## config.mk

```make
export PLATFORM = sky130hd
export DESIGN_NAME = tmi_irq_flags
export DESIGN_NICKNAME = d
export VERILOG_FILES = /design/src/tmi_pkg.sv /design/src/tmi_capture_edge.sv /design/src/tmi_irq_flags.sv
export VERILOG_INCLUDE_DIRS = /design/src
export SDC_FILE = /design/constraint.sdc
export NUM_CORES = 1
export LEC_CHECK = 0
export BUFFER_PORTS_ARGS = -buffer_cell sky130_fd_sc_hd__buf_2
export CAP_MARGIN = 20
export CELL_PAD_IN_SITES_DETAIL_PLACEMENT = 1
export CELL_PAD_IN_SITES_GLOBAL_PLACEMENT = 1
export CORE_MARGIN = 1
export CORE_UTILIZATION = 31
export DETAILED_ROUTE_END_ITERATION = 8
export GPL_ROUTABILITY_DRIVEN = 0
export GPL_TIMING_DRIVEN = 0
export PLACE_DENSITY = 0.81
export SLEW_MARGIN = 40
export SYNTH_ARGS = -nofsm -noshare
export SYNTH_HDL_FRONTEND = slang
export SYNTH_SLANG_ARGS = --single-unit
```

## constraint.sdc

```tcl
create_clock -name clk_i -period 1.7 [get_ports clk_i]
set_input_delay 0.17 -clock clk_i [delete_from_list [all_inputs] [get_ports clk_i]]
set_output_delay 0.17 -clock clk_i [all_outputs]
set_load 0.01 [all_outputs]
```

## src/tmi_defines.svh

```systemverilog
`ifndef TMI_DEFINES_SVH
`define TMI_DEFINES_SVH

// ==========================================================================
// Register byte offsets on the Wishbone slave
`define TMI_OFS_MASK 4'h0
`define TMI_OFS_FLAGS 4'h4
`define TMI_OFS_CFG 4'h8

// ==========================================================================
// Reset values
`define TMI_MASK_RST 8'h00
`define TMI_FLAGS_RST 8'h00
`define TMI_CFG_RST 5'h00
`define TMI_WORD_ZERO 32'h0000_0000
`define TMI_REQ_RST 8'h00

// ==========================================================================
// Interrupt sources sharing the mask, flag and request vectors
`define TMI_NUM_SRC 8

// ==========================================================================
// Bit positions shared by mask, flags and request vector
`define TMI_BIT_T8B_CMP 7
`define TMI_BIT_T8B_OVF 6
`define TMI_BIT_CAP 5
`define TMI_BIT_CMP_A 4
`define TMI_BIT_CMP_B 3
`define TMI_BIT_OVF 2
`define TMI_BIT_T8A_CMP 1
`define TMI_BIT_T8A_OVF 0

// ==========================================================================
// Configuration register fields
`define TMI_CFG_MODE_LSB 0
`define TMI_CFG_MODE_MSB 3
`define TMI_CFG_EDGE_BIT 4

// ==========================================================================
// Waveform mode codes
`define TMI_WGM_NORMAL 4'h0
`define TMI_WGM_PC8 4'h1
`define TMI_WGM_PC9 4'h2
`define TMI_WGM_PC10 4'h3
`define TMI_WGM_CTC_A 4'h4
`define TMI_WGM_FAST8 4'h5
`define TMI_WGM_FAST9 4'h6
`define TMI_WGM_FAST10 4'h7
`define TMI_WGM_PFC_CAP 4'h8
`define TMI_WGM_PFC_A 4'h9
`define TMI_WGM_PC_CAP 4'hA
`define TMI_WGM_PC_A 4'hB
`define TMI_WGM_CTC_CAP 4'hC
`define TMI_WGM_RSVD 4'hD
`define TMI_WGM_FAST_CAP 4'hE
`define TMI_WGM_FAST_A 4'hF

`endif

```

## src/tmi_pkg.sv

```systemverilog
`default_nettype none

// ==========================================================================
// Shared types
package tmi_pkg;

  typedef logic [7:0] tmi_byte_t;

  // Same-clock strobes from the timer units, one cycle each
  typedef struct packed {
    logic t8b_cmp;
    logic t8b_ovf;
    logic t16_match_a;
    logic t16_match_b;
    logic t16_force_cmp_a;
    logic t16_force_cmp_b;
    logic t16_at_top;
    logic t16_at_max;
    logic t16_at_bottom;
    logic t8a_cmp;
    logic t8a_ovf;
  } tmi_evt_s;

endpackage : tmi_pkg

`default_nettype wire

```

## src/tmi_capture_edge.sv

```systemverilog
`timescale 1ns/100ps
`default_nettype none

// ==========================================================================
// Capture pin synchroniser and edge selector
module tmi_capture_edge (
  input wire logic clk_i,
  input wire logic rst_i,
  input wire logic t16_capture_pin_i,
  input wire logic t16_capture_edge_sel_i,
  output logic capture_evt_o
);

  logic meta_q;
  logic sync_q;
  logic prev_q;
  logic evt_q;

  always_ff @(posedge clk_i) begin
    if (rst_i) begin
      meta_q <= 1'b0;
      sync_q <= 1'b0;
    end else begin
      meta_q <= t16_capture_pin_i;
      sync_q <= meta_q;
    end
  end

  always_ff @(posedge clk_i) begin
    if (rst_i) begin
      prev_q <= 1'b0;
      evt_q <= 1'b0;
    end else begin
      prev_q <= sync_q;
      // Rising edge when select is one, falling edge when zero
      evt_q <= t16_capture_edge_sel_i ? (sync_q & ~prev_q) : (~sync_q & prev_q);
    end
  end

  assign capture_evt_o = evt_q;

  edge_pick_a: assert property (@(posedge clk_i) disable iff (rst_i)
    (prev_q != sync_q) && (sync_q == t16_capture_edge_sel_i) |=> capture_evt_o)
    else $error("selected capture edge did not produce an event");

endmodule : tmi_capture_edge

`default_nettype wire

```

## src/tmi_irq_flags.sv

```systemverilog
// The implementer's own choices: the register offsets and the Wishbone interface to the registers.
`timescale 1ns/100ps
`default_nettype none
`include "tmi_defines.svh"

// How it works
// - Capture request needs enable bit 5, global, flag
// - Compare-A request needs bit 4, global, flag
// - Compare-B request needs bit 3, global, flag
// - Overflow request needs bit 2, global, flag
// - Capture pin event sets capture flag bit 5
// - Capture-as-top modes set capture flag at top
// - Capture flag cleared by vector or one-write
// - Compare-A match sets flag bit 4 next cycle
// - Forced compare strobes never set compare flags
// - Compare-A flag cleared by vector or one-write
// - Compare-B match sets flag bit 3 next cycle
// - Compare-B flag cleared by vector or one-write
// - Normal and clear-on-match set overflow on overflow
// - Overflow flag cleared by vector or one-write
// - Mask holds eight enables, read/write, reset zero
// - Flags mirror mask layout, reset zero
// - Overflow at MAX, TOP or BOTTOM per mode
// - Capture edge falling when select zero, else rising

module tmi_irq_flags #(
  parameter int unsigned NUM_SRC = `TMI_NUM_SRC
) (
  input wire logic clk_i,
  input wire logic rst_i,
  // Wishbone classic slave
  input wire logic wb_cyc_i,
  input wire logic wb_stb_i,
  input wire logic wb_we_i,
  input wire logic [3:0] wb_adr_i,
  input wire logic [3:0] wb_sel_i,
  input wire logic [31:0] wb_dat_i,
  output logic [31:0] wb_dat_o,
  output logic wb_ack_o,
  // CPU interrupt logic
  input wire logic global_irq_en_i,
  input wire logic [7:0] irq_ack_i,
  output logic [7:0] irq_req_o,
  // Timer units
  input wire tmi_pkg::tmi_evt_s evt_i,
  input wire logic t16_capture_pin_i
);

  // ========================================================================
  // Registers and wires
  logic ack_q;
  logic [31:0] dat_q;
  tmi_pkg::tmi_byte_t mask_q;
  tmi_pkg::tmi_byte_t flags_q;
  tmi_pkg::tmi_byte_t flags_d;
  tmi_pkg::tmi_byte_t set_vec;
  tmi_pkg::tmi_byte_t clr_vec;
  tmi_pkg::tmi_byte_t req_q;
  logic [4:0] cfg_q;
  logic [3:0] t16_waveform_mode;
  logic t16_capture_edge_sel;
  logic pin_evt;
  logic cap_set;
  logic ovf_set;
  logic cap_is_top;
  logic req_hit;
  logic wr_en;
  logic wr_lane0;

  assign t16_waveform_mode = cfg_q[`TMI_CFG_MODE_MSB:`TMI_CFG_MODE_LSB];
  assign t16_capture_edge_sel = cfg_q[`TMI_CFG_EDGE_BIT];

  // ========================================================================
  // Elaboration checks
  // Every source needs one bit in each of the byte-wide registers
  if (NUM_SRC != `TMI_NUM_SRC) begin : g_bad_src
    $error("NUM_SRC must equal the width of the mask and flag registers");
  end

  // ========================================================================
  // Wishbone slave
  assign req_hit = wb_cyc_i & wb_stb_i;
  // Write lands on the edge where the master sees ack
  assign wr_en = req_hit & wb_we_i & ack_q;
  assign wr_lane0 = wr_en & wb_sel_i[0];

  always_ff @(posedge clk_i) begin
    if (rst_i) begin
      ack_q <= 1'b0;
    end else begin
      ack_q <= req_hit & ~ack_q;
    end
  end

  always_ff @(posedge clk_i) begin
    if (rst_i) begin
      dat_q <= `TMI_WORD_ZERO;
    end else if (req_hit & ~ack_q) begin
      unique case (wb_adr_i)
        `TMI_OFS_MASK: dat_q <= {24'h00_0000, mask_q};
        `TMI_OFS_FLAGS: dat_q <= {24'h00_0000, flags_q};
        `TMI_OFS_CFG: dat_q <= {27'h000_0000, cfg_q};
        default: dat_q <= `TMI_WORD_ZERO;
      endcase
    end
  end

  assign wb_ack_o = ack_q;
  assign wb_dat_o = dat_q;

  // ========================================================================
  // Mask and configuration registers
  always_ff @(posedge clk_i) begin
    if (rst_i) begin
      mask_q <= `TMI_MASK_RST;
    end else if (wr_lane0 && wb_adr_i == `TMI_OFS_MASK) begin
      mask_q <= wb_dat_i[7:0];
    end
  end

  always_ff @(posedge clk_i) begin
    if (rst_i) begin
      cfg_q <= `TMI_CFG_RST;
    end else if (wr_lane0 && wb_adr_i == `TMI_OFS_CFG) begin
      cfg_q <= wb_dat_i[4:0];
    end
  end

  // ========================================================================
  // Capture front end
  tmi_capture_edge u_capture_edge (
    .clk_i(clk_i),
    .rst_i(rst_i),
    .t16_capture_pin_i(t16_capture_pin_i),
    .t16_capture_edge_sel_i(t16_capture_edge_sel),
    .capture_evt_o(pin_evt)
  );

  // ========================================================================
  // Set conditions
  always_comb begin
    cap_is_top = 1'b0;
    ovf_set = 1'b0;
    unique case (t16_waveform_mode)
      `TMI_WGM_NORMAL, `TMI_WGM_CTC_A: begin
        ovf_set = evt_i.t16_at_max;
      end
      `TMI_WGM_CTC_CAP: begin
        cap_is_top = 1'b1;
        ovf_set = evt_i.t16_at_max;
      end
      `TMI_WGM_FAST8, `TMI_WGM_FAST9, `TMI_WGM_FAST10, `TMI_WGM_FAST_A: begin
        ovf_set = evt_i.t16_at_top;
      end
      `TMI_WGM_FAST_CAP: begin
        cap_is_top = 1'b1;
        ovf_set = evt_i.t16_at_top;
      end
      `TMI_WGM_PC8, `TMI_WGM_PC9, `TMI_WGM_PC10, `TMI_WGM_PFC_A,
      `TMI_WGM_PC_A: begin
        ovf_set = evt_i.t16_at_bottom;
      end
      `TMI_WGM_PFC_CAP, `TMI_WGM_PC_CAP: begin
        cap_is_top = 1'b1;
        ovf_set = evt_i.t16_at_bottom;
      end
      `TMI_WGM_RSVD: begin
        ovf_set = 1'b0;
      end
    endcase
  end

  // Pin is disconnected while the capture register serves as top
  assign cap_set = cap_is_top ? evt_i.t16_at_top : pin_evt;

  always_comb begin
    set_vec = 8'h00;
    set_vec[`TMI_BIT_T8B_CMP] = evt_i.t8b_cmp;
    set_vec[`TMI_BIT_T8B_OVF] = evt_i.t8b_ovf;
    set_vec[`TMI_BIT_CAP] = cap_set;
    // A forced strobe acts on the output only
    set_vec[`TMI_BIT_CMP_A] = evt_i.t16_match_a & ~evt_i.t16_force_cmp_a;
    set_vec[`TMI_BIT_CMP_B] = evt_i.t16_match_b & ~evt_i.t16_force_cmp_b;
    set_vec[`TMI_BIT_OVF] = ovf_set;
    set_vec[`TMI_BIT_T8A_CMP] = evt_i.t8a_cmp;
    set_vec[`TMI_BIT_T8A_OVF] = evt_i.t8a_ovf;
  end

  // ========================================================================
  // Flag bits
  generate
    for (genvar i = 0; i < NUM_SRC; i++) begin : g_flag
      // Vector acknowledge or a written one clears; a written zero does nothing
      assign clr_vec[i] = irq_ack_i[i]
        | (wr_lane0 & (wb_adr_i == `TMI_OFS_FLAGS) & wb_dat_i[i]);
      assign flags_d[i] = set_vec[i] | (flags_q[i] & ~clr_vec[i]);
    end
  endgenerate

  always_ff @(posedge clk_i) begin
    if (rst_i) begin
      flags_q <= `TMI_FLAGS_RST;
    end else begin
      flags_q <= flags_d;
    end
  end

  // ========================================================================
  // Requests to the CPU, one per source
  always_ff @(posedge clk_i) begin
    if (rst_i) begin
      req_q <= `TMI_REQ_RST;
    end else begin
      req_q <= flags_q & mask_q & {8{global_irq_en_i}};
    end
  end

  assign irq_req_o = req_q;

  // ========================================================================
  // Checks
  cap_req_gate_a: assert property (@(posedge clk_i) disable iff (rst_i)
    irq_req_o[`TMI_BIT_CAP] |->
      $past(flags_q[`TMI_BIT_CAP] & mask_q[`TMI_BIT_CAP] & global_irq_en_i))
    else $error("capture request without flag, enable and global enable");

  cmp_a_req_a: assert property (@(posedge clk_i) disable iff (rst_i)
    flags_q[`TMI_BIT_CMP_A] && mask_q[`TMI_BIT_CMP_A] && global_irq_en_i
      |=> irq_req_o[`TMI_BIT_CMP_A])
    else $error("compare-A request not raised");

  cmp_b_req_a: assert property (@(posedge clk_i) disable iff (rst_i)
    !mask_q[`TMI_BIT_CMP_B] |=> !irq_req_o[`TMI_BIT_CMP_B])
    else $error("compare-B request raised while masked");

  ovf_req_global_a: assert property (@(posedge clk_i) disable iff (rst_i)
    !global_irq_en_i |=> irq_req_o == 8'h00)
    else $error("request raised with global enable off");

  cmp_a_set_a: assert property (@(posedge clk_i) disable iff (rst_i)
    evt_i.t16_match_a && !evt_i.t16_force_cmp_a |=> flags_q[`TMI_BIT_CMP_A])
    else $error("compare-A match did not set its flag next cycle");

  cmp_b_set_a: assert property (@(posedge clk_i) disable iff (rst_i)
    evt_i.t16_match_b && !evt_i.t16_force_cmp_b |=> flags_q[`TMI_BIT_CMP_B])
    else $error("compare-B match did not set its flag next cycle");

  force_no_flag_a: assert property (@(posedge clk_i) disable iff (rst_i)
    evt_i.t16_force_cmp_a && !flags_q[`TMI_BIT_CMP_A] |=> !flags_q[`TMI_BIT_CMP_A])
    else $error("forced compare set the compare-A flag");

  cap_top_set_a: assert property (@(posedge clk_i) disable iff (rst_i)
    t16_waveform_mode == `TMI_WGM_FAST_CAP && evt_i.t16_at_top
      |=> flags_q[`TMI_BIT_CAP])
    else $error("capture flag not set at top in capture-top mode");

  ovf_normal_a: assert property (@(posedge clk_i) disable iff (rst_i)
    t16_waveform_mode == `TMI_WGM_NORMAL && evt_i.t16_at_max |=> flags_q[`TMI_BIT_OVF])
    else $error("overflow flag not set at max in normal mode");

  ovf_pc_a: assert property (@(posedge clk_i) disable iff (rst_i)
    t16_waveform_mode == `TMI_WGM_PC_A && evt_i.t16_at_bottom
      |=> flags_q[`TMI_BIT_OVF])
    else $error("overflow flag not set at bottom in phase correct mode");

  ack_clear_a: assert property (@(posedge clk_i) disable iff (rst_i)
    irq_ack_i[`TMI_BIT_OVF] && !ovf_set |=> !flags_q[`TMI_BIT_OVF])
    else $error("overflow flag survived its acknowledge");

  w1c_cap_a: assert property (@(posedge clk_i) disable iff (rst_i)
    wr_lane0 && wb_adr_i == `TMI_OFS_FLAGS && wb_dat_i[`TMI_BIT_CAP] && !cap_set
      |=> !flags_q[`TMI_BIT_CAP])
    else $error("capture flag not cleared by a written one");

  set_wins_a: assert property (@(posedge clk_i) disable iff (rst_i)
    irq_ack_i[`TMI_BIT_CMP_A] && set_vec[`TMI_BIT_CMP_A] |=> flags_q[`TMI_BIT_CMP_A])
    else $error("clear won over a simultaneous set");

  mask_reset_a: assert property (@(posedge clk_i)
    rst_i |=> mask_q == 8'h00 && flags_q == 8'h00)
    else $error("mask or flags not zero after reset");

  ack_single_a: assert property (@(posedge clk_i) disable iff (rst_i)
    wb_ack_o |=> !wb_ack_o)
    else $error("bus ack held for more than one cycle");

  w1c_set_wins_a: assert property (@(posedge clk_i) disable iff (rst_i)
    wr_lane0 && wb_adr_i == `TMI_OFS_FLAGS && wb_dat_i[`TMI_BIT_CMP_A]
      && set_vec[`TMI_BIT_CMP_A]
      |=> flags_q[`TMI_BIT_CMP_A])
    else $error("written one won over a simultaneous compare-A set");

  force_b_flag_a: assert property (@(posedge clk_i) disable iff (rst_i)
    evt_i.t16_force_cmp_b && !flags_q[`TMI_BIT_CMP_B] |=> !flags_q[`TMI_BIT_CMP_B])
    else $error("forced compare set the compare-B flag");

  ovf_fast_top_a: assert property (@(posedge clk_i) disable iff (rst_i)
    t16_waveform_mode == `TMI_WGM_FAST8 && evt_i.t16_at_top |=> flags_q[`TMI_BIT_OVF])
    else $error("overflow flag not set at top in fast mode");

  cap_pin_set_a: assert property (@(posedge clk_i) disable iff (rst_i)
    pin_evt && !cap_is_top |=> flags_q[`TMI_BIT_CAP])
    else $error("capture pin event did not set the capture flag");

  cmp_a_ack_a: assert property (@(posedge clk_i) disable iff (rst_i)
    irq_ack_i[`TMI_BIT_CMP_A] && !set_vec[`TMI_BIT_CMP_A]
      |=> !flags_q[`TMI_BIT_CMP_A])
    else $error("compare-A flag survived its acknowledge");

endmodule : tmi_irq_flags

`default_nettype wire

```

==> results_dict.tcl <==
set metrics [dict create \
    avgViaCountPerCell 4.57 \
    p_int_w 0.00138 \
    crit_arrival_ns 1.76 \
    max_freq_mhz 624 \
    holdWs_ns 0.0858 \
    start_util 0.320 \
    antenna_found_initial 0 \
    rows 28 \
    rsz0062_at_grt "no" \
    die_h_um 80.1 \
    tns_ns 0 \
    crit_buf_inv 0 \
    status "completed" \
    fin_area_sq_mm 0.00245 \
    cts_max_path_buffers 2 \
    grt_max_degree 13 \
    synthFlopType "dfxtp_1" \
    tightest_slew_ns 0.702 \
    cts_tree "yes" \
    regArea_sq_um 841 \
    p_leak_nw 1.16 \
    synth_top_area_frac 0.444 \
    multi_input_area_sq_um 902 \
    fin_nets 348 \
    firstDrtPassIters 4 \
    cts_root_buf "clkbuf_8" \
    hp-class "in -> reg" \
    hold_buffers 0 \
    port_buffers 55 \
    syn_area_sq_mm 0.00189 \
    via_count 1633 \
    crit_family "simple AND/OR/NAND/NOR gates" \
    crit_required_ns 1.86 \
    worstPathMaxFanout 8 \
    p_switching_w 0.000456 \
    grt_pass1_vias 1645 \
    max-vdd-ir-drop_mv 0.310 \
    syn_avg_cell_area_sq_um 9.71 \
    synth_common_cells "dfxtp_1, buf_4, mux2i_1, nor2_1, inv_1" \
    post_cts_resized 0 \
    synthToLayoutAreaGrowth_pct 29.5 \
    num_antenna_cells 0 \
    slew_viol_final 0 \
    slew_headroom 0.528 \
    fillers 717 \
    overflow 0 \
    p_per_area_mw_per_mm2 747 \
    post-route-drc-count 0 \
    fin_worst_skew_ns 0.00674 \
    placed_area_sq_mm 0.00236 \
    dieArea_sq_mm 0.00642 \
    setup_viol 0 \
    synthCells 195 \
    coreArea_sq_mm 0.00592 \
    cpPeakStageDelay_ns 0.56 \
    worstSetupStartpointType "flip-flop" \
    clkSinkCount 42 \
    ioPinCount 107 \
    fin_crit_ns 1.60 \
    synth_warnings 0 \
    yosysSeqAreaShare 0.444 \
    synth_largest_area_cell "dfxtp_1" \
    clock_latency_ns 0.30 \
    dp_hpwl_um 3670 \
    cts_buffers 5 \
    synthMostInstantiatedCell "dfxtp_1" \
    yosysUniqueCellTypes 33 \
    power.share.clock 0.331 \
    period_share 0.942 \
    hold_violations 0 \
    synth_enable_flop_cells 0 \
    async_reset_ff_frac 0 \
    ys_top_cells_by_area "dfxtp_1, mux2i_1, buf_4" \
    slowest_stage "nor4_4" \
    dieWidth_um 80.1 \
    htreeDepth 2 \
    swShare 0.249 \
    wl_um 4880 \
    first_iter_violations 58 \
    ant_nets 0 \
    path_clk_slew_ns 0.08 \
    grt_pass1_wl_um 7670 \
    cts_setup_buffers 2 \
    cp-end-kind "flip-flop" \
    p_comb_frac 0.118 \
    power_frac_seq 0.551 \
    maxCapViolCount 0 \
    track_usage 0.160 \
    worstSetupPathType "reg -> reg" \
    synth_seq_cells 42 \
    wl_per_cell_um 13.7 \
    critical_path.cell_chain "nand4b_1, nor4_4, a311o_1, a31oi_1" \
    drive_gt1_frac 0.348 \
]
-- power groups by stage --
stage / Combinational [W] / Sequential (W) / Clock (W)
finish: 0.000217 / 0.00101 / 0.000606
global route: 0.000240 / 0.00101 / 0.000660
CTS: 0.000215 / 0.00101 / 0.000621
detailed placement: 0.000214 / 0.00103 / 0
global placement: 0.000210 / 0.00103 / 0
floorplan: 0.000132 / 0.00103 / 0
-- state kept, by name (all words and copies together) (netlist names) --
name / flops
irq_req_o: 8
wb_dat_o: 8
wb_ack_o: 1
cfg_q: 5
u_capture_edge.capture_evt_o: 1
flags_q: 8
u_capture_edge.meta_q: 1
mask_q: 8
u_capture_edge.sync_q: 1
u_capture_edge.prev_q: 1
-- cell usage in the layout (no fill, tap or decap), drive strengths merged --
cell type and count:
or4b 1, or3b 1, o21ai 6, clkbuf 9, o2bb2ai 1, nand4b 1
clkinv 2, conb 24, nand3b 3, nor2b 7, nand2b 2, dfxtp 42
nor3 2, nand3 2, a22oi 3, a31oi 1, a311o 7, nor2 18
or3 1, a211o 2, a21oi 8, mux2i 18, and3 8, nor3b 1
inv 12, buf 82, mux2 4, a22o 5, nand2 6, nor4b 1
nor4 2
-- logic make-up after synthesis --
group / count (synthesis) / share of synthesized area
simple gates: 56 / 0.179
flops: 42 / 0.444
buf+inv: 41 / 0.130
compound gates: 33 / 0.126
mux: 22 / 0.119
other cells: 1 / 0.00198
-- metrics by stage --
step / std cells / setup WS, ns / power, W / util
after floorplan: 218 / 0.168 / 0.00116 / -
after global placement: 348 / -0.239 / 0.00124 / 0.397
after detailed placement: 348 / -0.154 / 0.00125 / 0.398
after CTS: 357 / 0.114 / 0.00184 / 0.414
after global routing: 357 / 0.0409 / 0.00191 / 0.414
final: 357 / 0.0982 / 0.00183 / 0.414
-- final cells by class --
class | count | area share
multi-input combinational | 135 | 0.368
sequential | 42 | 0.343
timing repair buffer | 57 | 0.118
buffer | 29 | 0.0817
tap | 75 | 0.0383
clock buffer | 5 | 0.0281
inverter | 12 | 0.0184
clock inverter | 2 | 0.00408
-- routing by layer --
metal  GRT usage  vias up  wire [um]
met5           0        -          0
met2       0.284       56       2360
met1       0.176      760       2060
met4      0.0643        0        119
li1            -      806          -
met3      0.0523       11        331
-- final timing paths --
path	startpoint	to	slack (ns)	cells past startpoint
worst max register to register	wb_ack_o	flags_q[5]	0.1	4
worst max-delay path	wb_ack_o	flags_q[5]	0.1	4
worst min-delay path	t16_capture_pin_i	u_capture_edge.meta_q	0.09	2
worst min register to register	u_capture_edge.meta_q	u_capture_edge.sync_q	0.44	1
Power figures use the tool's default switching activity.
